<file path="src/isr_pkg.sv">
/*
 Shared constants, command codes and carrier types of the instrument
 status reporting block.
 Assumes one instrument clock and an asynchronous power-on reset.
*/
// Functional notes
// - status byte bits 3, 5 and 7 follow their ORed summaries
// - serial poll shows request flag, then clears it
// - query shows master summary, leaves request alone
// - reads return weighted sum of set bits
// - positive transition filter sets event bit
// - negative transition filter sets event bit
// - progress bit 1: motor still motor_wait_flag
// - progress bit 2: automatic gain ranging
// - progress bit 4: measurement acquisition active
// - progress bit 9: processing acquired data
// - progress bit 10: printing to parallel port
// - progress bit 11: noise averaging running
// - eight standard events set their bits
// - enabled standard events OR into bit 5
// - enabled event summary raises service request
// - bit 4 high while output queue non-empty
// - clear status empties events and error queue, output queue only after a terminator
package isr_pkg;
   localparam int STATUS_W = 16;
   localparam int BYTE_W = 8;
   // progress register bit positions
   localparam int OPER_MOTOR_WAIT_BIT = 1;
   localparam int OPER_RANGING_BIT = 2;
   localparam int OPER_MEASURING_BIT = 4;
   localparam int OPER_PROCESSING_BIT = 9;
   localparam int OPER_PRINTING_BIT = 10;
   localparam int OPER_AVERAGING_BIT = 11;
   localparam logic [15:0] OPER_USED_MASK = 16'h0E16;
   // status byte bit positions
   localparam int STB_ERR_QUEUE_BIT = 2;
   localparam int STB_QUES_BIT = 3;
   localparam int STB_MSG_AVAIL_BIT = 4;
   localparam int STB_EVENT_SUM_BIT = 5;
   localparam int STB_SERVICE_BIT = 6;
   localparam int STB_OPER_BIT = 7;
   localparam logic [7:0] STB_SERVICE_MASK = 8'h40;
   // standard event bit positions
   localparam int ESR_OP_COMPLETE_BIT = 0;
   localparam int ESR_POWER_ON_BIT = 7;
   // reset values
   localparam logic [15:0] PTR_RESET = 16'hFFFF;
   localparam logic [15:0] NTR_RESET = 16'h0000;
   localparam logic [15:0] ENABLE_RESET = 16'h0000;
   localparam logic [7:0] MASK8_RESET = 8'h00;
   localparam logic [7:0] ESR_RESET = 8'h80;
   localparam logic [15:0] ZERO16 = 16'h0000;

   typedef enum logic [4:0] {
      ISR_SERIAL_POLL = 5'h00,
      ISR_READ_STB = 5'h01,
      ISR_READ_ESR = 5'h02,
      ISR_READ_OPER_EVENT = 5'h03,
      ISR_READ_OPER_COND = 5'h04,
      ISR_READ_QUES_EVENT = 5'h05,
      ISR_READ_QUES_COND = 5'h06,
      ISR_READ_SRE = 5'h07,
      ISR_READ_ESE = 5'h08,
      ISR_WRITE_SRE = 5'h09,
      ISR_WRITE_ESE = 5'h0A,
      ISR_WRITE_OPER_ENABLE = 5'h0B,
      ISR_WRITE_OPER_PTR = 5'h0C,
      ISR_WRITE_OPER_NTR = 5'h0D,
      ISR_WRITE_QUES_ENABLE = 5'h0E,
      ISR_WRITE_QUES_PTR = 5'h0F,
      ISR_WRITE_QUES_NTR = 5'h10,
      ISR_CLEAR_STATUS = 5'h11
   } isr_cmd_code_type;

   typedef struct packed {
      isr_cmd_code_type code;
      logic [15:0] data;
   } isr_cmd_type;

   typedef struct packed {
      logic valid;
      logic [15:0] data;
   } isr_rsp_type;

   typedef struct packed {
      logic averaging;
      logic printing;
      logic processing;
      logic measuring;
      logic ranging;
      logic motor_wait_flag;
   } isr_progress_type;
endpackage

</file>
<file path="src/isr_edge_filter.sv">
/*
 Transition filter: flags a rise or fall of each condition bit as
 selected by the positive and negative filter masks.
 Assumes conditions are synchronous to clock.
*/
`timescale 1ns/1ps
module isr_edge_filter (
   input wire logic clock, // instrument clock
   input wire logic rst, // async reset, active high
   input wire logic [isr_pkg::STATUS_W-1:0] cond, // condition levels
   input wire logic [isr_pkg::STATUS_W-1:0] ptr, // rise select
   input wire logic [isr_pkg::STATUS_W-1:0] ntr, // fall select
   output logic [isr_pkg::STATUS_W-1:0] event_set // one-cycle set pulses
);
   import isr_pkg::*;

   logic [STATUS_W-1:0] prev;
   logic [STATUS_W-1:0] next_event_set;

   genvar i;
   generate
      for (i = 0; i < STATUS_W; i++) begin : g_bit
         always_comb begin
            next_event_set[i] = (ptr[i] & cond[i] & ~prev[i])
                              | (ntr[i] & ~cond[i] & prev[i]);
         end
      end
   endgenerate

   always_ff @(posedge clock or posedge rst) begin
      if (rst) begin
         prev <= ZERO16;
         event_set <= ZERO16;
      end else begin
         prev <= cond;
         event_set <= next_event_set;
      end
   end
endmodule

</file>
<file path="src/isr_top.sv">
/*
 Status reporting core: progress and questionable event registers,
 standard event register, status byte, service request and the
 command/response port used by the remote controller.
 Assumes one command per cycle at most and synchronous inputs.
*/
`timescale 1ns/1ps
module isr_top (
   input wire logic clock, // instrument clock, 250 MHz
   input wire logic rst, // async reset, active high
   input wire logic cmd_valid, // command strobe
   input wire isr_pkg::isr_cmd_type cmd, // command code and data
   input wire isr_pkg::isr_progress_type progress, // progress levels
   input wire logic [isr_pkg::STATUS_W-1:0] ques_cond, // questionable levels
   input wire logic [isr_pkg::BYTE_W-1:0] std_event, // standard event pulses
   input wire logic out_queue_nonempty, // response queue holds bytes
   input wire logic err_queue_nonempty, // error queue holds entries
   input wire logic after_terminator, // last input was a terminator
   output isr_pkg::isr_rsp_type rsp, // read answer
   output logic srq, // service request toward controller
   output logic out_queue_clear, // pulse: flush response queue
   output logic err_queue_clear // pulse: flush error queue
);
   import isr_pkg::*;

   logic [STATUS_W-1:0] oper_cond;
   logic [STATUS_W-1:0] oper_set;
   logic [STATUS_W-1:0] ques_set;
   logic [STATUS_W-1:0] oper_event, next_oper_event;
   logic [STATUS_W-1:0] ques_event, next_ques_event;
   logic [STATUS_W-1:0] oper_enable, next_oper_enable;
   logic [STATUS_W-1:0] oper_ptr, next_oper_ptr;
   logic [STATUS_W-1:0] oper_ntr, next_oper_ntr;
   logic [STATUS_W-1:0] ques_enable, next_ques_enable;
   logic [STATUS_W-1:0] ques_ptr, next_ques_ptr;
   logic [STATUS_W-1:0] ques_ntr, next_ques_ntr;
   logic [BYTE_W-1:0] esr, next_esr;
   logic [BYTE_W-1:0] ese, next_ese;
   logic [BYTE_W-1:0] sre, next_sre;
   logic [BYTE_W-1:0] stb, next_stb;
   logic request_service_flag, next_request_service_flag;
   logic master_summary_flag, master_summary_q, master_summary_rise;
   logic clear_status;
   isr_rsp_type next_rsp;
   logic next_oq_clear, next_eq_clear;

   function automatic logic hit(input isr_cmd_code_type code);
      return cmd_valid && (cmd.code == code);
   endfunction

   function automatic logic summary16(input logic [STATUS_W-1:0] ev,
                                      input logic [STATUS_W-1:0] en);
      return |(ev & en);
   endfunction

   function automatic logic [STATUS_W-1:0] widen(input logic [BYTE_W-1:0] b);
      return {8'h00, b};
   endfunction

   // progress condition vector
   always_comb begin
      oper_cond = ZERO16;
      oper_cond[OPER_MOTOR_WAIT_BIT] = progress.motor_wait_flag;
      oper_cond[OPER_RANGING_BIT] = progress.ranging;
      oper_cond[OPER_MEASURING_BIT] = progress.measuring;
      oper_cond[OPER_PROCESSING_BIT] = progress.processing;
      oper_cond[OPER_PRINTING_BIT] = progress.printing;
      oper_cond[OPER_AVERAGING_BIT] = progress.averaging;
   end

   isr_edge_filter u_oper_filter (
      .clock(clock),
      .rst(rst),
      .cond(oper_cond),
      .ptr(oper_ptr),
      .ntr(oper_ntr),
      .event_set(oper_set)
   );

   isr_edge_filter u_ques_filter (
      .clock(clock),
      .rst(rst),
      .cond(ques_cond),
      .ptr(ques_ptr),
      .ntr(ques_ntr),
      .event_set(ques_set)
   );

   assign clear_status = hit(ISR_CLEAR_STATUS);

   // event registers: a set in the clearing cycle wins
   always_comb begin
      next_oper_event = oper_event;
      next_ques_event = ques_event;
      next_esr = esr;
      if (hit(ISR_READ_OPER_EVENT) || clear_status) begin
         next_oper_event = ZERO16;
      end
      if (hit(ISR_READ_QUES_EVENT) || clear_status) begin
         next_ques_event = ZERO16;
      end
      if (hit(ISR_READ_ESR) || clear_status) begin
         next_esr = MASK8_RESET;
      end
      next_oper_event = (next_oper_event | oper_set) & OPER_USED_MASK;
      next_ques_event = next_ques_event | ques_set;
      next_esr = next_esr | std_event;
   end

   // masks and filters written by the controller
   always_comb begin
      next_oper_enable = oper_enable;
      next_oper_ptr = oper_ptr;
      next_oper_ntr = oper_ntr;
      next_ques_enable = ques_enable;
      next_ques_ptr = ques_ptr;
      next_ques_ntr = ques_ntr;
      next_sre = sre;
      next_ese = ese;
      if (hit(ISR_WRITE_OPER_ENABLE)) begin
         next_oper_enable = cmd.data;
      end
      if (hit(ISR_WRITE_OPER_PTR)) begin
         next_oper_ptr = cmd.data;
      end
      if (hit(ISR_WRITE_OPER_NTR)) begin
         next_oper_ntr = cmd.data;
      end
      if (hit(ISR_WRITE_QUES_ENABLE)) begin
         next_ques_enable = cmd.data;
      end
      if (hit(ISR_WRITE_QUES_PTR)) begin
         next_ques_ptr = cmd.data;
      end
      if (hit(ISR_WRITE_QUES_NTR)) begin
         next_ques_ntr = cmd.data;
      end
      if (hit(ISR_WRITE_SRE)) begin
         next_sre = cmd.data[7:0] & ~STB_SERVICE_MASK;
      end
      if (hit(ISR_WRITE_ESE)) begin
         next_ese = cmd.data[7:0];
      end
   end

   // status byte and service request
   always_comb begin
      next_stb = MASK8_RESET;
      next_stb[STB_ERR_QUEUE_BIT] = err_queue_nonempty;
      next_stb[STB_QUES_BIT] = summary16(ques_event, ques_enable);
      next_stb[STB_MSG_AVAIL_BIT] = out_queue_nonempty;
      next_stb[STB_EVENT_SUM_BIT] = |(esr & ese);
      next_stb[STB_OPER_BIT] = summary16(oper_event, oper_enable);
      master_summary_flag = |(stb & sre & ~STB_SERVICE_MASK);
      master_summary_rise = master_summary_flag & ~master_summary_q;
      next_request_service_flag = request_service_flag;
      if (hit(ISR_SERIAL_POLL)) begin
         next_request_service_flag = 1'b0;
      end
      if (master_summary_rise) begin
         next_request_service_flag = 1'b1;
      end
   end

   // command answers, read values are the plain binary sum of set bits
   always_comb begin
      next_rsp.valid = cmd_valid;
      next_rsp.data = ZERO16;
      next_oq_clear = clear_status && after_terminator;
      next_eq_clear = clear_status;
      if (cmd_valid) begin
         unique case (cmd.code)
            ISR_SERIAL_POLL: begin
               next_rsp.data = widen(stb | (request_service_flag ?
                  STB_SERVICE_MASK : 8'h00));
            end
            ISR_READ_STB: begin
               next_rsp.data = widen(stb | (master_summary_flag ?
                  STB_SERVICE_MASK : 8'h00));
            end
            ISR_READ_ESR: begin
               next_rsp.data = widen(esr);
            end
            ISR_READ_OPER_EVENT: begin
               next_rsp.data = oper_event;
            end
            ISR_READ_OPER_COND: begin
               next_rsp.data = oper_cond;
            end
            ISR_READ_QUES_EVENT: begin
               next_rsp.data = ques_event;
            end
            ISR_READ_QUES_COND: begin
               next_rsp.data = ques_cond;
            end
            ISR_READ_SRE: begin
               next_rsp.data = widen(sre);
            end
            ISR_READ_ESE: begin
               next_rsp.data = widen(ese);
            end
            default: begin
               next_rsp.data = ZERO16;
            end
         endcase
      end
   end

   always_ff @(posedge clock or posedge rst) begin
      if (rst) begin
         oper_event <= ZERO16;
         ques_event <= ZERO16;
         esr <= ESR_RESET;
         oper_enable <= ENABLE_RESET;
         oper_ptr <= PTR_RESET;
         oper_ntr <= NTR_RESET;
         ques_enable <= ENABLE_RESET;
         ques_ptr <= PTR_RESET;
         ques_ntr <= NTR_RESET;
         sre <= MASK8_RESET;
         ese <= MASK8_RESET;
         stb <= MASK8_RESET;
         request_service_flag <= 1'b0;
         master_summary_q <= 1'b0;
         rsp <= '0;
         srq <= 1'b0;
         out_queue_clear <= 1'b0;
         err_queue_clear <= 1'b0;
      end else begin
         oper_event <= next_oper_event;
         ques_event <= next_ques_event;
         esr <= next_esr;
         oper_enable <= next_oper_enable;
         oper_ptr <= next_oper_ptr;
         oper_ntr <= next_oper_ntr;
         ques_enable <= next_ques_enable;
         ques_ptr <= next_ques_ptr;
         ques_ntr <= next_ques_ntr;
         sre <= next_sre;
         ese <= next_ese;
         stb <= next_stb;
         request_service_flag <= next_request_service_flag;
         master_summary_q <= master_summary_flag;
         rsp <= next_rsp;
         srq <= next_request_service_flag;
         out_queue_clear <= next_oq_clear;
         err_queue_clear <= next_eq_clear;
      end
   end
endmodule
</file>
<file path="config.mk">
export PLATFORM = sky130hd
export DESIGN_NAME = isr_top
export DESIGN_NICKNAME = d
export VERILOG_FILES = /design/src/isr_pkg.sv /design/src/isr_edge_filter.sv /design/src/isr_top.sv
export SDC_FILE = /design/constraint.sdc
export NUM_CORES = 1
export LEC_CHECK = 0
export BUFFER_PORTS_ARGS = -buffer_cell sky130_fd_sc_hd__clkbuf_2
export CAP_MARGIN = 20
export CORE_MARGIN = 2
export CORE_UTILIZATION = 45
export DETAILED_ROUTE_END_ITERATION = 7
export PLACE_DENSITY_LB_ADDON = 0.25
export SLEW_MARGIN = 10
export SYNTH_ARGS = -nofsm -noshare
export SYNTH_HDL_FRONTEND = slang
export SYNTH_HIERARCHICAL = 1
export SYNTH_SLANG_ARGS = --single-unit
</file>
<file path="constraint.sdc">
create_clock -name clock -period 7.5 [get_ports clock]
set_input_delay 1.5 -clock clock [delete_from_list [all_inputs] [get_ports clock]]
set_output_delay 1.5 -clock clock [all_outputs]
set_load 0.05 [all_outputs]
</file>
* After elaboration in Yosys (flattened, before gate mapping)
Index checks and enable logic that the tools add are counted.
** Cells by class
- Equality and inequality tests :: 17
- Muxes and demuxes :: 9
- Bitwise logic cells :: 165
- Reduce and logical (&&, ||, !) cells :: 23
** Operator list (number)
- $pmux 16 s9 :: 1
- $and 1x1->1 :: 89
- $not 1->1 :: 45
- $eq 5x4->1 const B :: 8
- $mux 16 :: 2
- $reduce_or 16->1 :: 2
- $or 1x1->1 :: 22
- $eq 5x3->1 const B :: 4
- $and 12x16->16 :: 1
- $and 16x16->16 :: 1
- $and 8x8->8 :: 2
- $or 16x16->16 :: 1
- $or 8x7->8 :: 2
- $logic_and 1x1->1 :: 14
- $mux 7 :: 2
- $mux 12 :: 1
- $or 12x12->12 :: 1
- $eq 5x2->1 const B :: 2
- $eq 5x5->1 const B :: 2
- $mux 8 :: 1
- $or 8x8->8 :: 1
- $reduce_or 8->1 :: 1
- $reduce_or 7->1 :: 1
- $eq 5x1->1 const B :: 1
- 4 further kinds :: 7
** Word-level totals
- Flip-flop bits (word level) :: 209
- Input bits :: 57

* Depth between registers and ports, before layout
- Word-level depth :: 6
- Depth in mapped cells :: 7
- Depth with buffers taken out :: 4

* Hierarchy
The synthesis kept the hierarchy.
** By module, submodules not included
- isr_top :: instances 1, cells an instance 462, area an instance 6623.9 µm²
- isr_edge_filter :: instances 2, cells an instance 81, area an instance 1024.7 µm²

* Worst setup path after synthesis
Ideal clock, no wire load.
- Kind :: input to register
- From :: input port cmd_valid
- To :: register oper_ntr[0]
- Library setup time :: 0.125 ns
- Data arrival time :: 2.560 ns
- Data required time :: 7.375 ns
- Slack :: 4.815 ns
- Stages on the path :: 5
- Path buffers :: 1
- Path through :: nor2b_2 > nand3_2 > nor2_4 > buf_6 > mux2_2
** On the way
- Word-level cells in the longest chain between the ends :: 1
** Ends and longest elaborated chain
- from (decl) :: line isr_top.sv:11 : input wire logic cmd_valid,
- $logic_and 1x1->1 :: line isr_top.sv:48 : return cmd_valid && (cmd.code == code);
- to (signal assigned) :: line isr_top.sv:235 : oper_ntr <= next_oper_ntr;
- to (decl) :: line isr_top.sv:33 : logic [STATUS_W-1:0] oper_ntr, next_oper_ntr;
No other way between the ends.
A chain may end at the register's enable or synchronous reset.

* Final worst setup path
- From :: input port cmd[17] (netlist name)
- To :: register ese[1]
** On the way
- Word-level cells in the longest chain between the ends :: 2
** Ends and longest elaborated chain
- from (decl) :: line isr_top.sv:12 : input wire isr_pkg::isr_cmd_type cmd,
- $eq 5x4->1 :: line isr_top.sv:48
- $logic_and 1x1->1 :: line isr_top.sv:48
- to (signal assigned) :: line isr_top.sv:240 : ese <= next_ese;
- to (decl) :: line isr_top.sv:38 : logic [BYTE_W-1:0] ese, next_ese;
No other way between the ends.

==> impl_metrics.ini <==
[run_status]
status = finished, final reports clean

[place]
portBuffers = 76
post-dp-hpwl_mm = 11.57
dp_cells = 806
gp_congestion = 0.8276

[setup_path]
max_stage_delay_ns = 0.76
cp.arrival_ns = 3.56
r2r_cells = 4
r2r-start = sre[4]
cp_num_buf_inv = 1
path_cells = clkbuf_2 > nor2b_1 > nand2_2 > mux2_2
cpMaxStageDelayCell = nor2b_1
critPathLaunch = cmd[17]
crit_required_ns = 7.80
cp-start-kind = input port
path_class = in -> reg
endpoint_kind = register
worstSetupPathDepth = 4
crit_family = simple AND/OR/NAND/NOR gates
crit_fanout = 31

[floorplanning]
dieHeight_microns = 131.3
die-area_sq_um = 17240
fp-row-count = 46
core_sq_um = 15890
die_x_microns = 131.3
start_util_pct = 45.91
io_pins = 77

[min_path]
min_path_type = reg -> reg
hold_depth = 1
hold_start = u_ques_filter/event_set[13]

[clock_tree]
cts_resized = 0
cts_setup_buffers = 0
htreeDepth = 4
postCtsHoldBufs = 0
clockBufferDepth = 2
cts_made_buffers = 17
clockRootBuffer = clkbuf_16
cts.clk_slew.worst_paths_ns = 0.06
cts_sinks = 181
insertion_delay_ns = 0.43
cts_tree = done

[global_route]
grt_overflow = 0
grt_max_degree = 86
grt_pass1_vias = 4708
grt_pass1_wl_mm = 26.92
antenna_found_initial = 0
grt_use_total_pct = 20.55

[synth]
mappedNetlistArea_sq_um = 7293
syn_inst = 533
ys_warn_count = 6
synth_area_per_cell_sq_um = 13.68
syn-num-nets = 590

[cells_and_area]
syn2layout_area_growth_pct = 15.35
nets = 666
num_antenna_cells = 0
stdcell_count = 838
drive_gt1_share_pct = 37.46

[detailed_routing]
drc = 0
ant_nets = 0
wl_per_cell_microns = 20.03
viasPerCell = 5.492
drt-pass1-iter-count = 5
drt_iter0_markers = 336
wl_mm = 16.79
vias = 4602

[sta]
final_hold_viol_count = 0
min_period_ns = 3.258
timing.fmax_ghz = 0.3070
setup_viol = 0
fin_crit_sh_pct = 43.44
tns_ns = 0
tightest_slew_ns = 0.8874
rsz0062_at_grt = false
skew_ns = 0.01392
slew_headroom_pct = 40.29
maxSlewViolCount = 0

[pwr]
irDropWorstVdd_mv = 0.1870
leakage_nw = 3.755
cellPowerDensity_nw_per_um2 = 289.5

[run]
drv_cap = 0
==> placed cells by master (no fill, tap or decap), drive strengths merged, types with 2 or more instances in the layout <==
cell type	n
dfrtp	158
clkbuf	101
mux2	88
nand2	60
a21o	30
dfstp	23
o22ai	22
a21oi	15
nor2	14
a22oi	10
a22o	9
nand3	8
nand2b	6
inv	6
mux2i	5
o21ai	5
a221oi	5
nor2b	5
nor3	5
nand4	5
a32o	4
and2	4
clkinv	4
a2bb2oi	3
bufinv	3
buf	3
a222oi	2
xor2	2
nor4	2
nor3b	2
==> registers in the layout, summed over array words and instances, names as in the netlist, 8 cells and up <==
name                     count
u_ques_filter/prev          16
esr                          8
rsp                         17
ques_ntr                    16
ques_event                  16
ese                          8
ques_enable                 16
ques_ptr                    16
u_ques_filter/event_set     16
==> final cells by class <==
cell class | instances | area [sq um]
multi-input cells | 324 | 2547
flip-flops and latches | 181 | 4558
fillers | 1379 | 7472
inverters | 6 | 27.53
clock buffers | 25 | 485.5
well taps | 216 | 270.3
repair buffers | 79 | 402.9
clock inverters | 7 | 121.4
==> where the power goes <==
group	internal (mW)	switching, mW	leakage, nW
clock network	0.553	0.355	0.296
registers	1.14	0.100	2.16
logic	0.150	0.137	1.30
total	1.84	0.592	3.75
==> routing by layer <==
layer / GRT usage (%) / share of wire (%) / up-vias
li1: - / - / 2085
met1: 29.21 / 47 / 2377
met2: 31.78 / 48 / 121
met3: 4.900 / 4.1 / 19
met4: 5.797 / 1.2 / 0
met5: 0 / 0 / -
==> final timing paths <==
| path | slack [ns] | end |
|---|---|---|
| hold / removal | 0.43 | ques_event[13] |
| hold reg to reg | 0.43 | ques_event[13] |
| setup / recovery | 4.24 | ese[1] |
| min in group asynchronous | 1.15 | u_oper_filter/prev[9] |
| setup reg to reg | 6.12 | rsp[6] |
| max in group asynchronous | 5.11 | ques_ntr[3] |
==> per-stage QoR <==
step                hold slack [ns]  cell area, sq um  worst slack, ns  total power, mW  utilization [%]
CTS                          0.4284              8413            4.293            2.456            52.96
finish                       0.4285              8413            4.242            2.435            52.96
detailed placement           0.4118              7806            3.852            1.545            49.14
floorplan                    0.4044              7293            2.370            1.438                -
global placement             0.4068              7806            3.916            1.528            49.14
global route                 0.4390              8413            4.124            2.544            52.96
Power figures use the tool's default switching activity.
